`src/gvc_pkg.sv`:
```
package gvc_pkg;

  // ==========================================================================
  // Register offsets
  localparam logic [7:0] REG_TIME_ALARM   = 8'h02;
  localparam logic [7:0] REG_CAP_ALARM    = 8'h04;
  localparam logic [7:0] REG_MISC_OPTS    = 8'h08;
  localparam logic [7:0] REG_OT_LEVEL     = 8'h09;
  localparam logic [7:0] REG_CYCLE_INIT   = 8'h0e;
  localparam logic [7:0] REG_CELL_LIMITS  = 8'h4a;
  localparam logic [7:0] REG_CTRL_MODE    = 8'h51;
  localparam logic [7:0] REG_ADC_OFFSET   = 8'h62;
  localparam logic [7:0] REG_CAL2         = 8'h63;
  localparam logic [7:0] REG_CAL3         = 8'h64;
  localparam logic [7:0] REG_CAL4         = 8'h65;
  localparam logic [7:0] REG_VGAIN        = 8'h66;
  localparam logic [7:0] REG_PACK_V       = 8'h70;
  localparam logic [7:0] REG_CELL1_V      = 8'h71;
  localparam logic [7:0] REG_CELL2_V      = 8'h72;
  localparam logic [7:0] REG_CELL3_V      = 8'h73;
  localparam logic [7:0] REG_CELL4_V      = 8'h74;
  localparam logic [7:0] REG_STATUS       = 8'h75;
  localparam logic [7:0] REG_UV_MV        = 8'h76;
  localparam logic [7:0] REG_OV_MV        = 8'h77;
  localparam logic [7:0] REG_OT_THRESH    = 8'h78;

  // ==========================================================================
  // Field positions
  localparam int MISC_MID_EDV_DIS  = 7;
  localparam int MISC_OT_ONLY      = 6;
  localparam int MISC_HIGH_TEMP    = 5;
  localparam int CTRL_FILT_BYPASS  = 7;
  localparam int CTRL_HOST_PEC     = 5;
  localparam int CTRL_CHG_PEC      = 4;
  localparam int CTRL_FOUR_LED     = 3;
  localparam int CTRL_SMART_CHG    = 2;
  localparam int CTRL_BCAST_SUPP   = 0;

  // ==========================================================================
  // Reset values and conversion constants
  localparam logic [15:0] VGAIN_RESET    = 16'd20000;
  localparam logic [15:0] UV_BASE_MV     = 16'd2048;
  localparam logic [15:0] OV_BASE_MV     = 16'd4096;
  localparam int          UV_STEP_SHIFT  = 6;
  localparam int          OV_STEP_SHIFT  = 5;
  localparam logic [15:0] OT_BASE_NORM   = 16'd945;
  localparam logic [15:0] OT_BASE_HIGH   = 16'd1105;
  localparam int          SCALE_SHIFT    = 15;
  localparam logic [31:0] SCALE_DIV      = 32'd1250;
  localparam int          GAIN_SHIFT     = 16;
  localparam int          CAL_SHIFT      = 3;
  localparam int          NODE_COUNT     = 4;

  // ==========================================================================
  // Cell count field settings
  localparam logic [1:0] CELLS_STACK = 2'b00;
  localparam logic [1:0] CELLS_TWO   = 2'b01;
  localparam logic [1:0] CELLS_THREE = 2'b10;
  localparam logic [1:0] CELLS_FOUR  = 2'b11;

  typedef enum logic [1:0] {
    ST_IDLE = 2'b00,
    ST_NODE = 2'b01,
    ST_DONE = 2'b10
  } gvc_state_e;

endpackage

```
`src/gvc_options_volt.sv`:
```
// Behaviour
// - Stored time and capacity alarm thresholds are reported and applied for alarms.
// - Upper nibble gives 2048+64n mV undervoltage, lower nibble 4096+32n mV overvoltage.
// - Overtemp threshold is 94.5 C, or 110.5 C in high range, minus value/10.
// - Measured temperature against overtemp threshold drives the charge FET pin.
// - Misc bit 7 set disables the middle end-of-discharge threshold.
// - Misc bit 6 set lets only safety overtemperature drive the FET pin.
// - Misc bit 5 shifts maximum and safety temperature ranges up 16 C.
// - Cycle counter starts from stored word; programmer should store zero.
// - Control bit 7 bypasses filter in discharge while both bus lines high.
// - Control bit 5 enables error-check byte on host alarm broadcasts.
// - Control bit 4 enables error-check byte on charger broadcasts.
// - Control bit 3 selects four display segments, otherwise five.
// - Control bit 2 selects learning optimised for smart charger.
// - Control bit 0 suppresses all broadcasts; mode register cannot override it.
// - Node = (reading*32768/1250 + offset) * (gain + 8*cal)/65536.
// - ADC offset is signed 8-bit, added to voltage and current readings.
// - Stack-only setting uses zero for the top cell calibration factor.
// - Pack voltage is highest node in use minus sense resistor voltage.
// - Cells are node differences, lowest against sense voltage, none beyond count.
// - Cell count 00 is stack on top input; 01/10/11 are two/three/four cells.
`timescale 1ns/1ps
module gvc_options_volt
  import gvc_pkg::*;
#(
  parameter logic [15:0] VGAIN_DEFAULT = VGAIN_RESET
) (
  input  wire logic               sys_clk_i,
  input  wire logic               rst_n_i,
  input  wire logic [7:0]         reg_addr_i,
  input  wire logic [15:0]        reg_wdata_i,
  input  wire logic               reg_wr_i,
  input  wire logic               reg_rd_i,
  output logic      [15:0]        reg_rdata_o,
  input  wire logic [1:0]         cell_count_i,
  input  wire logic               adc_valid_i,
  input  wire logic [15:0]        cell_sense_input1_i,
  input  wire logic [15:0]        cell_sense_input2_i,
  input  wire logic [15:0]        cell_sense_input3_i,
  input  wire logic [15:0]        cell_sense_input4_i,
  input  wire logic [15:0]        sense_resistor_voltage_i,
  input  wire logic [15:0]        current_reading_i,
  output logic      [15:0]        current_offset_o,
  input  wire logic [15:0]        temperature_i,
  input  wire logic               overvoltage_i,
  input  wire logic               max_temp_i,
  input  wire logic               discharging_i,
  input  wire logic               serial_clock_pin_i,
  input  wire logic               serial_data_pin_i,
  input  wire logic               battery_mode_bcast_disable_i,
  input  wire logic [15:0]        time_to_empty_i,
  input  wire logic [15:0]        remaining_capacity_i,
  output logic                    time_alarm_o,
  output logic                    capacity_alarm_o,
  output logic      [15:0]        charge_cycle_counter_init_o,
  output logic                    charge_fet_control_pin_o,
  output logic                    mid_discharge_threshold_en_o,
  output logic                    high_temp_range_o,
  output logic                    filter_enable_o,
  output logic                    host_alarm_error_check_o,
  output logic                    charger_broadcast_error_check_o,
  output logic                    four_segment_display_o,
  output logic                    smart_charger_learning_o,
  output logic                    broadcast_enable_o,
  output logic      [15:0]        uv_limit_mv_o,
  output logic      [15:0]        ov_limit_mv_o,
  output logic      [15:0]        ot_threshold_o,
  output logic      [15:0]        pack_voltage_o,
  output logic      [15:0]        cell1_voltage_o,
  output logic      [15:0]        cell2_voltage_o,
  output logic      [15:0]        cell3_voltage_o,
  output logic      [15:0]        cell4_voltage_o,
  output logic                    voltages_valid_o
);

  // ==========================================================================
  // Configuration registers
  logic [15:0] time_alarm_q;
  logic [15:0] cap_alarm_q;
  logic [7:0]  misc_q;
  logic [7:0]  ot_level_q;
  logic [15:0] cycle_init_q;
  logic [7:0]  cell_limits_q;
  logic [7:0]  ctrl_q;
  logic [7:0]  adc_offset_q;
  logic [7:0]  cal2_q;
  logic [7:0]  cal3_q;
  logic [7:0]  cal4_q;
  logic [15:0] vgain_q;

  always_ff @(posedge sys_clk_i) begin
    if (!rst_n_i) begin
      time_alarm_q  <= 16'h0000;
      cap_alarm_q   <= 16'h0000;
      misc_q        <= 8'h00;
      ot_level_q    <= 8'h00;
      cycle_init_q  <= 16'h0000;
      cell_limits_q <= 8'h00;
      ctrl_q        <= 8'h00;
      adc_offset_q  <= 8'h00;
      cal2_q        <= 8'h00;
      cal3_q        <= 8'h00;
      cal4_q        <= 8'h00;
      vgain_q       <= VGAIN_DEFAULT;
    end else if (reg_wr_i) begin
      case (reg_addr_i)
        REG_TIME_ALARM:  time_alarm_q  <= reg_wdata_i;
        REG_CAP_ALARM:   cap_alarm_q   <= reg_wdata_i;
        REG_MISC_OPTS:   misc_q        <= reg_wdata_i[7:0];
        REG_OT_LEVEL:    ot_level_q    <= reg_wdata_i[7:0];
        REG_CYCLE_INIT:  cycle_init_q  <= reg_wdata_i;
        REG_CELL_LIMITS: cell_limits_q <= reg_wdata_i[7:0];
        REG_CTRL_MODE:   ctrl_q        <= reg_wdata_i[7:0];
        REG_ADC_OFFSET:  adc_offset_q  <= reg_wdata_i[7:0];
        REG_CAL2:        cal2_q        <= reg_wdata_i[7:0];
        REG_CAL3:        cal3_q        <= reg_wdata_i[7:0];
        REG_CAL4:        cal4_q        <= reg_wdata_i[7:0];
        REG_VGAIN:       vgain_q       <= reg_wdata_i;
        default: begin
        end
      endcase
    end
  end

  // ==========================================================================
  // Pin synchronisers
  logic [1:0] scl_sync_q;
  logic [1:0] sda_sync_q;

  always_ff @(posedge sys_clk_i) begin
    if (!rst_n_i) begin
      scl_sync_q <= 2'b00;
      sda_sync_q <= 2'b00;
    end else begin
      scl_sync_q <= {scl_sync_q[0], serial_clock_pin_i};
      sda_sync_q <= {sda_sync_q[0], serial_data_pin_i};
    end
  end

  // ==========================================================================
  // Option decode
  logic [15:0] ot_thresh_w;
  logic        ot_over_w;
  logic [15:0] offset_ext_w;

  // Threshold in 0.1 C units
  assign ot_thresh_w = (misc_q[MISC_HIGH_TEMP] ? OT_BASE_HIGH : OT_BASE_NORM)
                       - {8'h00, ot_level_q};
  assign ot_over_w   = temperature_i >= ot_thresh_w;
  assign offset_ext_w = {{8{adc_offset_q[7]}}, adc_offset_q};

  always_ff @(posedge sys_clk_i) begin
    if (!rst_n_i) begin
      charge_fet_control_pin_o        <= 1'b0;
      mid_discharge_threshold_en_o    <= 1'b1;
      high_temp_range_o               <= 1'b0;
      filter_enable_o                 <= 1'b1;
      host_alarm_error_check_o        <= 1'b0;
      charger_broadcast_error_check_o <= 1'b0;
      four_segment_display_o          <= 1'b0;
      smart_charger_learning_o        <= 1'b0;
      broadcast_enable_o              <= 1'b0;
      uv_limit_mv_o                   <= 16'h0000;
      ov_limit_mv_o                   <= 16'h0000;
      ot_threshold_o                  <= 16'h0000;
      time_alarm_o                    <= 1'b0;
      capacity_alarm_o                <= 1'b0;
      charge_cycle_counter_init_o     <= 16'h0000;
      current_offset_o                <= 16'h0000;
    end else begin
      charge_fet_control_pin_o        <= ot_over_w | (~misc_q[MISC_OT_ONLY]
                                         & (overvoltage_i | max_temp_i));
      mid_discharge_threshold_en_o    <= ~misc_q[MISC_MID_EDV_DIS];
      high_temp_range_o               <= misc_q[MISC_HIGH_TEMP];
      filter_enable_o                 <= ~(ctrl_q[CTRL_FILT_BYPASS] & discharging_i
                                         & scl_sync_q[1] & sda_sync_q[1]);
      host_alarm_error_check_o        <= ctrl_q[CTRL_HOST_PEC];
      charger_broadcast_error_check_o <= ctrl_q[CTRL_CHG_PEC];
      four_segment_display_o          <= ctrl_q[CTRL_FOUR_LED];
      smart_charger_learning_o        <= ctrl_q[CTRL_SMART_CHG];
      broadcast_enable_o              <= ~ctrl_q[CTRL_BCAST_SUPP]
                                         & ~battery_mode_bcast_disable_i;
      uv_limit_mv_o                   <= UV_BASE_MV
                                         + ({12'h000, cell_limits_q[7:4]} << UV_STEP_SHIFT);
      ov_limit_mv_o                   <= OV_BASE_MV
                                         + ({12'h000, cell_limits_q[3:0]} << OV_STEP_SHIFT);
      ot_threshold_o                  <= ot_thresh_w;
      time_alarm_o                    <= time_to_empty_i < time_alarm_q;
      capacity_alarm_o                <= remaining_capacity_i < cap_alarm_q;
      charge_cycle_counter_init_o     <= cycle_init_q;
      current_offset_o                <= current_reading_i + offset_ext_w;
    end
  end

  // ==========================================================================
  // Node voltage sequencer
  gvc_state_e         state_q;
  logic [1:0]         idx_q;
  logic [15:0]        raw_q [NODE_COUNT];
  logic [15:0]        sense_q;
  logic [1:0]         count_q;
  logic [15:0]        node_q [NODE_COUNT];
  logic [15:0]        raw_sel_w;
  logic [31:0]        scaled_w;
  logic signed [23:0] sum_w;
  logic [7:0]         cal_sel_w;
  logic signed [19:0] gain_w;
  logic signed [43:0] prod_w;

  always_comb begin
    raw_sel_w = raw_q[idx_q];
    case (idx_q)
      2'd1:    cal_sel_w = cal2_q;
      2'd2:    cal_sel_w = cal3_q;
      2'd3:    cal_sel_w = (count_q == CELLS_STACK) ? 8'h00 : cal4_q;
      default: cal_sel_w = 8'h00;
    endcase
  end

  assign scaled_w = ({16'h0000, raw_sel_w} << SCALE_SHIFT) / SCALE_DIV;
  assign sum_w    = $signed({2'b00, scaled_w[21:0]}) + $signed({{8{offset_ext_w[15]}}, offset_ext_w});
  assign gain_w   = $signed({4'h0, vgain_q})
                    + $signed({{9{cal_sel_w[7]}}, cal_sel_w, 3'b000});
  assign prod_w   = sum_w * gain_w;

  always_ff @(posedge sys_clk_i) begin
    if (!rst_n_i) begin
      state_q <= ST_IDLE;
      idx_q   <= 2'd0;
      count_q <= CELLS_STACK;
      sense_q <= 16'h0000;
      for (int i = 0; i < NODE_COUNT; i++) begin
        raw_q[i]  <= 16'h0000;
        node_q[i] <= 16'h0000;
      end
    end else begin
      case (state_q)
        ST_IDLE: begin
          if (adc_valid_i) begin
            raw_q[0] <= cell_sense_input1_i;
            raw_q[1] <= cell_sense_input2_i;
            raw_q[2] <= cell_sense_input3_i;
            raw_q[3] <= cell_sense_input4_i;
            sense_q  <= sense_resistor_voltage_i;
            count_q  <= cell_count_i;
            idx_q    <= 2'd0;
            state_q  <= ST_NODE;
          end
        end
        ST_NODE: begin
          node_q[idx_q] <= prod_w[GAIN_SHIFT +: 16];
          idx_q         <= idx_q + 2'd1;
          if (idx_q == 2'd3) begin
            state_q <= ST_DONE;
          end
        end
        ST_DONE: begin
          state_q <= ST_IDLE;
        end
        default: begin
          state_q <= ST_IDLE;
        end
      endcase
    end
  end

  // ==========================================================================
  // Pack and cell results
  logic [15:0] cell_w [NODE_COUNT];
  logic [15:0] cell_q [NODE_COUNT];
  logic [2:0]  cells_used_w;
  logic [15:0] top_node_w;

  always_comb begin
    case (count_q)
      CELLS_TWO:   top_node_w = node_q[1];
      CELLS_THREE: top_node_w = node_q[2];
      default:     top_node_w = node_q[3];
    endcase
    case (count_q)
      CELLS_TWO:   cells_used_w = 3'd2;
      CELLS_THREE: cells_used_w = 3'd3;
      CELLS_FOUR:  cells_used_w = 3'd4;
      default:     cells_used_w = 3'd0;
    endcase
  end

  genvar g;
  generate
    for (g = 0; g < NODE_COUNT; g++) begin : g_cell
      logic [15:0] lower_w;
      if (g == 0) begin : g_low
        assign lower_w = sense_q;
      end else begin : g_up
        assign lower_w = node_q[g-1];
      end
      assign cell_w[g] = (3'(g) < cells_used_w) ? node_q[g] - lower_w : 16'h0000;
      always_ff @(posedge sys_clk_i) begin
        if (!rst_n_i) begin
          cell_q[g] <= 16'h0000;
        end else if (state_q == ST_DONE) begin
          cell_q[g] <= cell_w[g];
        end
      end
    end
  endgenerate

  always_ff @(posedge sys_clk_i) begin
    if (!rst_n_i) begin
      pack_voltage_o   <= 16'h0000;
      voltages_valid_o <= 1'b0;
    end else begin
      voltages_valid_o <= state_q == ST_DONE;
      if (state_q == ST_DONE) begin
        pack_voltage_o <= top_node_w - sense_q;
      end
    end
  end

  assign cell1_voltage_o = cell_q[0];
  assign cell2_voltage_o = cell_q[1];
  assign cell3_voltage_o = cell_q[2];
  assign cell4_voltage_o = cell_q[3];

  // ==========================================================================
  // Register read port
  always_ff @(posedge sys_clk_i) begin
    if (!rst_n_i) begin
      reg_rdata_o <= 16'h0000;
    end else if (reg_rd_i) begin
      case (reg_addr_i)
        REG_TIME_ALARM:  reg_rdata_o <= time_alarm_q;
        REG_CAP_ALARM:   reg_rdata_o <= cap_alarm_q;
        REG_MISC_OPTS:   reg_rdata_o <= {8'h00, misc_q};
        REG_OT_LEVEL:    reg_rdata_o <= {8'h00, ot_level_q};
        REG_CYCLE_INIT:  reg_rdata_o <= cycle_init_q;
        REG_CELL_LIMITS: reg_rdata_o <= {8'h00, cell_limits_q};
        REG_CTRL_MODE:   reg_rdata_o <= {8'h00, ctrl_q};
        REG_ADC_OFFSET:  reg_rdata_o <= {8'h00, adc_offset_q};
        REG_CAL2:        reg_rdata_o <= {8'h00, cal2_q};
        REG_CAL3:        reg_rdata_o <= {8'h00, cal3_q};
        REG_CAL4:        reg_rdata_o <= {8'h00, cal4_q};
        REG_VGAIN:       reg_rdata_o <= vgain_q;
        REG_PACK_V:      reg_rdata_o <= pack_voltage_o;
        REG_CELL1_V:     reg_rdata_o <= cell_q[0];
        REG_CELL2_V:     reg_rdata_o <= cell_q[1];
        REG_CELL3_V:     reg_rdata_o <= cell_q[2];
        REG_CELL4_V:     reg_rdata_o <= cell_q[3];
        REG_STATUS:      reg_rdata_o <= {13'h0000, state_q != ST_IDLE, broadcast_enable_o,
                                         charge_fet_control_pin_o};
        REG_UV_MV:       reg_rdata_o <= uv_limit_mv_o;
        REG_OV_MV:       reg_rdata_o <= ov_limit_mv_o;
        REG_OT_THRESH:   reg_rdata_o <= ot_threshold_o;
        default:         reg_rdata_o <= 16'h0000;
      endcase
    end else begin
      reg_rdata_o <= 16'h0000;
    end
  end

endmodule

```
`config.mk`:
```
export PLATFORM = sky130hd
export DESIGN_NAME = gvc_options_volt
export DESIGN_NICKNAME = d
export VERILOG_FILES = /design/src/gvc_pkg.sv /design/src/gvc_options_volt.sv
export SDC_FILE = /design/constraint.sdc
export NUM_CORES = 2
export LEC_CHECK = 0
export BUFFER_PORTS_ARGS = -buffer_cell sky130_fd_sc_hd__buf_2
export CORE_ASPECT_RATIO = 1.75
export CORE_MARGIN = 2
export CORE_UTILIZATION = 50
export DETAILED_ROUTE_END_ITERATION = 8
export GPL_TIMING_DRIVEN = 1
export PLACE_DENSITY = 0.74
export SYNTH_ARGS = -nofsm -noshare
export SYNTH_HDL_FRONTEND = slang
export SYNTH_SLANG_ARGS = --single-unit
export TNS_END_PERCENT = 30
```
`constraint.sdc`:
```
create_clock -name sys_clk_i -period 34.4 [get_ports sys_clk_i]
set_input_delay 0 -clock sys_clk_i [delete_from_list [all_inputs] [get_ports sys_clk_i]]
set_output_delay 0 -clock sys_clk_i [all_outputs]
set_load 0.02 [all_outputs]
```
## Yosys cells after proc, flatten, opt, wreduce, memory -nomap -nowiden

Memory sizes are Yosys's and may differ from the RTL's. A register that Yosys moved wholly into a read port is not among the register bits.
Index checks and enable logic that the tools add are counted.
Widths: inputs -> output; s select.

| word-level totals | value |
|---|---|
| register bits | 278 |
| memory bits (writable) | 192 |
| bits of input ports | 181 |
| output and inout port bits | 188 |
| logic and storage cells | 172 |
| memories | 3 |

| operators by class | value |
|---|---|
| add/sub/neg operators | 12 |
| multipliers | 1 |
| div/mod/pow operators | 1 |
| magnitude comparators | 7 |
| eq/ne operators | 31 |
| mux-type cells | 39 |
| bitwise logic cells | 20 |
| reduce and logical (&&, ||, !) cells | 21 |

Memory list:

| memory | depth | bits a word | rd ports | clocked after memory_dff | write ports | RTL line | source |
|---|---|---|---|---|---|---|---|
| cell_q | 4 | 16 | 4 | 0 | 4 | gvc_options_volt.sv:270 | `logic [15:0] cell_q [NODE_COUNT];` |
| node_q | 4 | 16 | 4 | 0 | 4 | gvc_options_volt.sv:202 | `logic [15:0] node_q [NODE_COUNT];` |
| raw_q | 4 | 16 | 1 | 1 | 4 | gvc_options_volt.sv:199 | `logic [15:0] raw_q [NODE_COUNT];` |

Operator list:

| operator | count |
|---|---|
| $pmux 16 s21 | 1 |
| $mux 16 | 13 |
| $eq 8x7->1 const B | 16 |
| $sub 16x16->16 | 5 |
| $div 31x11->32 const B | 1 |
| $lt 16x16->1 | 2 |
| $mul 24x18->32 | 1 |
| $pmux 16 s2 | 1 |
| $reduce_and 2->1 | 16 |
| $add 23x8->24 | 1 |
| $eq 8x4->1 const B | 3 |
| $pmux 8 s3 | 1 |
| $add 17x11->18 | 1 |
| $add 16x16->16 | 1 |
| $ge 16x16->1 | 1 |
| $reduce_or 16->1 | 1 |
| $add 13x9->14 const A | 1 |
| $add 12x10->13 const A | 1 |
| $mux 1 | 12 |
| $mux 2 | 6 |
| $sub 11x8->12 | 1 |
| $mux 11 | 1 |
| $eq 2x2->1 const B | 5 |
| $or 1x1->1 | 10 |
| other kinds (14) | 30 |

## Depth between registers and ports, before layout

| logic depth | value |
|---|---|
| word-level depth | 6 |
| depth in mapped cells | 217 |
| mapped depth without buffers | 198 |

## Worst setup path before layout

OpenSTA, ideal clock, no wires.

| path | value |
|---|---|
| kind | flip-flop to flip-flop |
| from | reg (tool-made name) |
| to | mem node_q[0][15] (data pin) |
| setup time | 263 ps |
| data arrival time | 37667 ps |
| required time | 34137 ps |
| slack | -3530 ps |
| stages on the path, launching flop included | 208 |
| buffers on the path | 17 |
| clock period less this slack | 37930 ps |
| path through | dfxtp_1 buf_6 mux4_2 nor4_4 o21ai_4 inv_4 mux2_2 nor4b_4 nor4_2 or2_1 buf_2 o31ai_4 mux2i_1 nor2_1 a311oi_2 inv_2 and3_4 nor4_4 [172 not listed] o21a_1 nor2_1 nor2b_1 o21a_1 nor2_1 nor2b_1 o21a_1 nor2_1 nor2b_1 nor2_1 inv_1 a21oi_1 inv_1 a21oi_1 inv_1 a21oi_1 xnor2_1 nor2_1 |

RTL lines:

| element | RTL line |
|---|---|
| end: declaration | gvc_options_volt.sv:202 |

==> impl_metrics.yaml <==
run_status:
  outcome: "complete, but fails checks"
  violations: "design-rule violations"
floorplan:
  die_width_um: 235.7
  num_io_pins: 369
  die_h_um: 409.5
  num_rows: 148
  die_area_um2: 96530
  initial_utilization_pct: 50.44
  coreArea_um2: 93140
worst_setup_path:
  slowest_stage: "a2bb2oi_1"
  critPathRequiredTime_ns: 34.68
  r2r_end: "node_q[2][15]"
  reg2reg_depth: 167
  startpoint_type: "flop"
  path_class: "reg2reg"
  crit_top_cell: "a21oi_2"
  end_kind: "flop"
  slowest_delay_ns: 0.78
  cp.arrival_ns: 34.08
  r2r_slack_ns: 0.60
  cp_max_fo: 11
routing:
  drtIter0Drc: 4263
  via_per_inst: 6.228
  avgRoutedWirePerCell_um: 25.17
  firstDrtPassIters: 9
  wirelength_um: 188800
  vias: 46710
  drc: 2
  antenna_left: 0
place:
  place_congestion: 1.056
  place.port_buffers: 341
  place_hpwl_um: 146100
synthesis:
  seq_area_frac_synth_pct: 23.01
  syn-instance-count: 5502
  ys_dominant_reg_cell: "dfxtp_1"
  synth_async_sr_flop_share_pct: 0
  synth-seq-cells: 444
  syn_area_um2: 46980
  ys_warn_count: 0
  synth_cell_types: 158
  synth.avg_cell_area_um2: 8.539
  synth_edf_count: 192
timing:
  hold_viol: 0
  worst_slew_pin_slew_ns: 1.208
  post-route-min-period_ns: 33.80
  clock_skew_ns: 0.08000
  rsz0062_at_grt: "yes"
  final-setup-viol-count: 0
  max_freq_ghz: 0.02958
  slew_violations: 0
  slew_headroom_pct: 19.14
  fin_crit_sh_pct: 98.26
final_layout:
  syn_to_final_growth_pct: 22.25
  fin_util_pct: 61.66
  nFillCells: 8026
  drive_gt1_share_pct: 21.66
  finalNetCount: 7049
clock_network:
  clock-sinks: 444
  path_clk_slew_ns: 0.07
  numCtsBuffers: 46
  cts_buffer_depth: 3
  clk_latency_ns: 0.64
  cts-root-buf: "clkbuf_16"
  cts_max_level: 2
  cts_tree: "done"
global_routing:
  grt-ovfl-total: 0
  grt_max_degree: 84
  grt_pass1_vias: 46710
  grt_use_total_pct: 37.80
  grt_antenna_before_repair: 20
  grt_pass1_wl_um: 277600
min_path:
  hp-class: "in2reg"
  hp-start: "reg_addr_i[4]"
  hold_path_end: "cell_limits_q[5]"
  min_delay_path_depth: 5
run:
  cap_violations: 0
## critical path, delay by kind of cell (launching register included)
family	cells	cell delay (ns)
buf+inv	32	2.94
xor+xnor	6	1.02
fa+ha+maj	16	4.70
mux	7	2.17
simple gates	39	7.64
compound gates	67	14.47
flops	1	0.40
## cell usage in the layout (no fill, tap or decap), types with 47 or more instances in the layout
master / n
nand2_1: 621
inv_1: 578
nor2_1: 444
buf_4: 434
buf_2: 341
fa_1: 329
a21oi_1: 298
ha_1: 268
dfxtp_1: 249
and2_1: 212
edfxtp_1: 192
xnor2_1: 189
nand3_1: 145
dlygate4sd3_1: 133
a21o_1: 130
o21ai_0: 126
nor3_1: 65
nand2b_1: 58
nor2b_1: 50
o21bai_1: 48
clkbuf_16: 47
## cell usage after synthesis (all sizes together), types with 56 or more instances
master    n  area share [%]
a21o    131             2.1
a21oi   342             3.7
and2    221             2.9
buf      78             1.1
clkbuf  178             1.4
dfxtp   252              11
edfxtp  192              12
fa      332              14
ha      286             7.6
inv     619             5.0
nand2   638             5.2
nand2b   60            0.80
nand3   154             1.7
nor2    470             3.8
nor2b    56            0.75
nor3     85             1.1
o21ai   181             2.0
xnor2   218             4.3
## metrics by stage
stage | setup TNS (ns) | hold WS (ns) | std cells | area, um2 | worst slack, ns
floorplan | -11.43 | 0.02772 | 5528 | 47700 | -0.9376
global placement | -0.09379 | 0.1990 | 7120 | 51970 | -0.02839
detailed placement | -5.546 | 0.2007 | 7120 | 51970 | -0.6117
CTS | 0 | 0.000004552 | 7351 | 55040 | 0.03923
global route | -7.116 | 0.03829 | 7491 | 57410 | -0.7513
finish | 0 | 0.04552 | 7501 | 57440 | 0.5980
## registers in the layout, summed over array words and instances (netlist names), 4 cells and up, named ones only
register,cells
time_alarm_q,16
ov_limit_mv_o,5
current_offset_o,16
cell_q,64
reg_rdata_o,16
cycle_init_q,16
pack_voltage_o,16
raw_q,64
ot_level_q,8
uv_limit_mv_o,4
cap_alarm_q,16
cell_limits_q,8
cal4_q,8
charge_cycle_counter_init_o,16
node_q,64
ot_threshold_o,11
ctrl_q,8
cal2_q,8
adc_offset_q,8
cal3_q,8
vgain_q,16
misc_q,8
g_cell.lower_w,16
## worst max path at each step
stage               from            end  slack, ns  depth (start not counted)
global route        flop  node_q[2][15]      -0.75                        171
detailed placement  flop  node_q[0][15]      -0.61                        166
finish              flop  node_q[2][15]       0.60                        167
global placement    flop  node_q[0][15]      -0.03                        167
CTS                 flop  node_q[3][15]       0.04                        183
floorplan           flop  node_q[0][15]      -0.94                        205
## kinds of logic after synthesis
logic type,after synthesis,share of synthesized area (%)
buf+inv,876,7.497
other cells,1,0.007982
xor+xnor,273,5.329
compound gates,1277,19.90
flops,444,23.01
simple gates,1921,19.99
fa+ha+maj,619,21.78
mux,91,2.474
## area by class of cell
class | count | area [um2] | share of cell area [%]
multi-input combinational | 4208 | 34620 | 60.28
sequential | 444 | 10820 | 18.83
timing repair buffer | 930 | 6583 | 11.46
inverter | 620 | 2394 | 4.167
tap | 1200 | 1501 | 2.614
clock buffer | 65 | 1277 | 2.224
clock inverter | 21 | 209.0 | 0.3638
antenna | 13 | 32.53 | 0.05664
## per-layer routing
| metal | routed length (um) | global-route usage, % | up-vias |
|---|---|---|---|
| met5 | 56 | 0.05051 | - |
| met4 | 20500 | 33.07 | 10 |
| met3 | 15280 | 7.411 | 1015 |
| met2 | 91680 | 65.68 | 2632 |
| met1 | 61280 | 38.76 | 22530 |
| li1 | - | - | 20530 |
## repair_timing
action                     4_1_cts  5_1_grt
hold endpoints to repair       241        0
setup buffers                   12      139
pin swaps                        8      185
gates resized for setup         29      281
setup endpoints to repair       20       64
hold buffers                   133        0
Power is left out: the tool's default activity adds up to more than one toggle a clock period on the data nets, which glitch-free logic cannot reach.
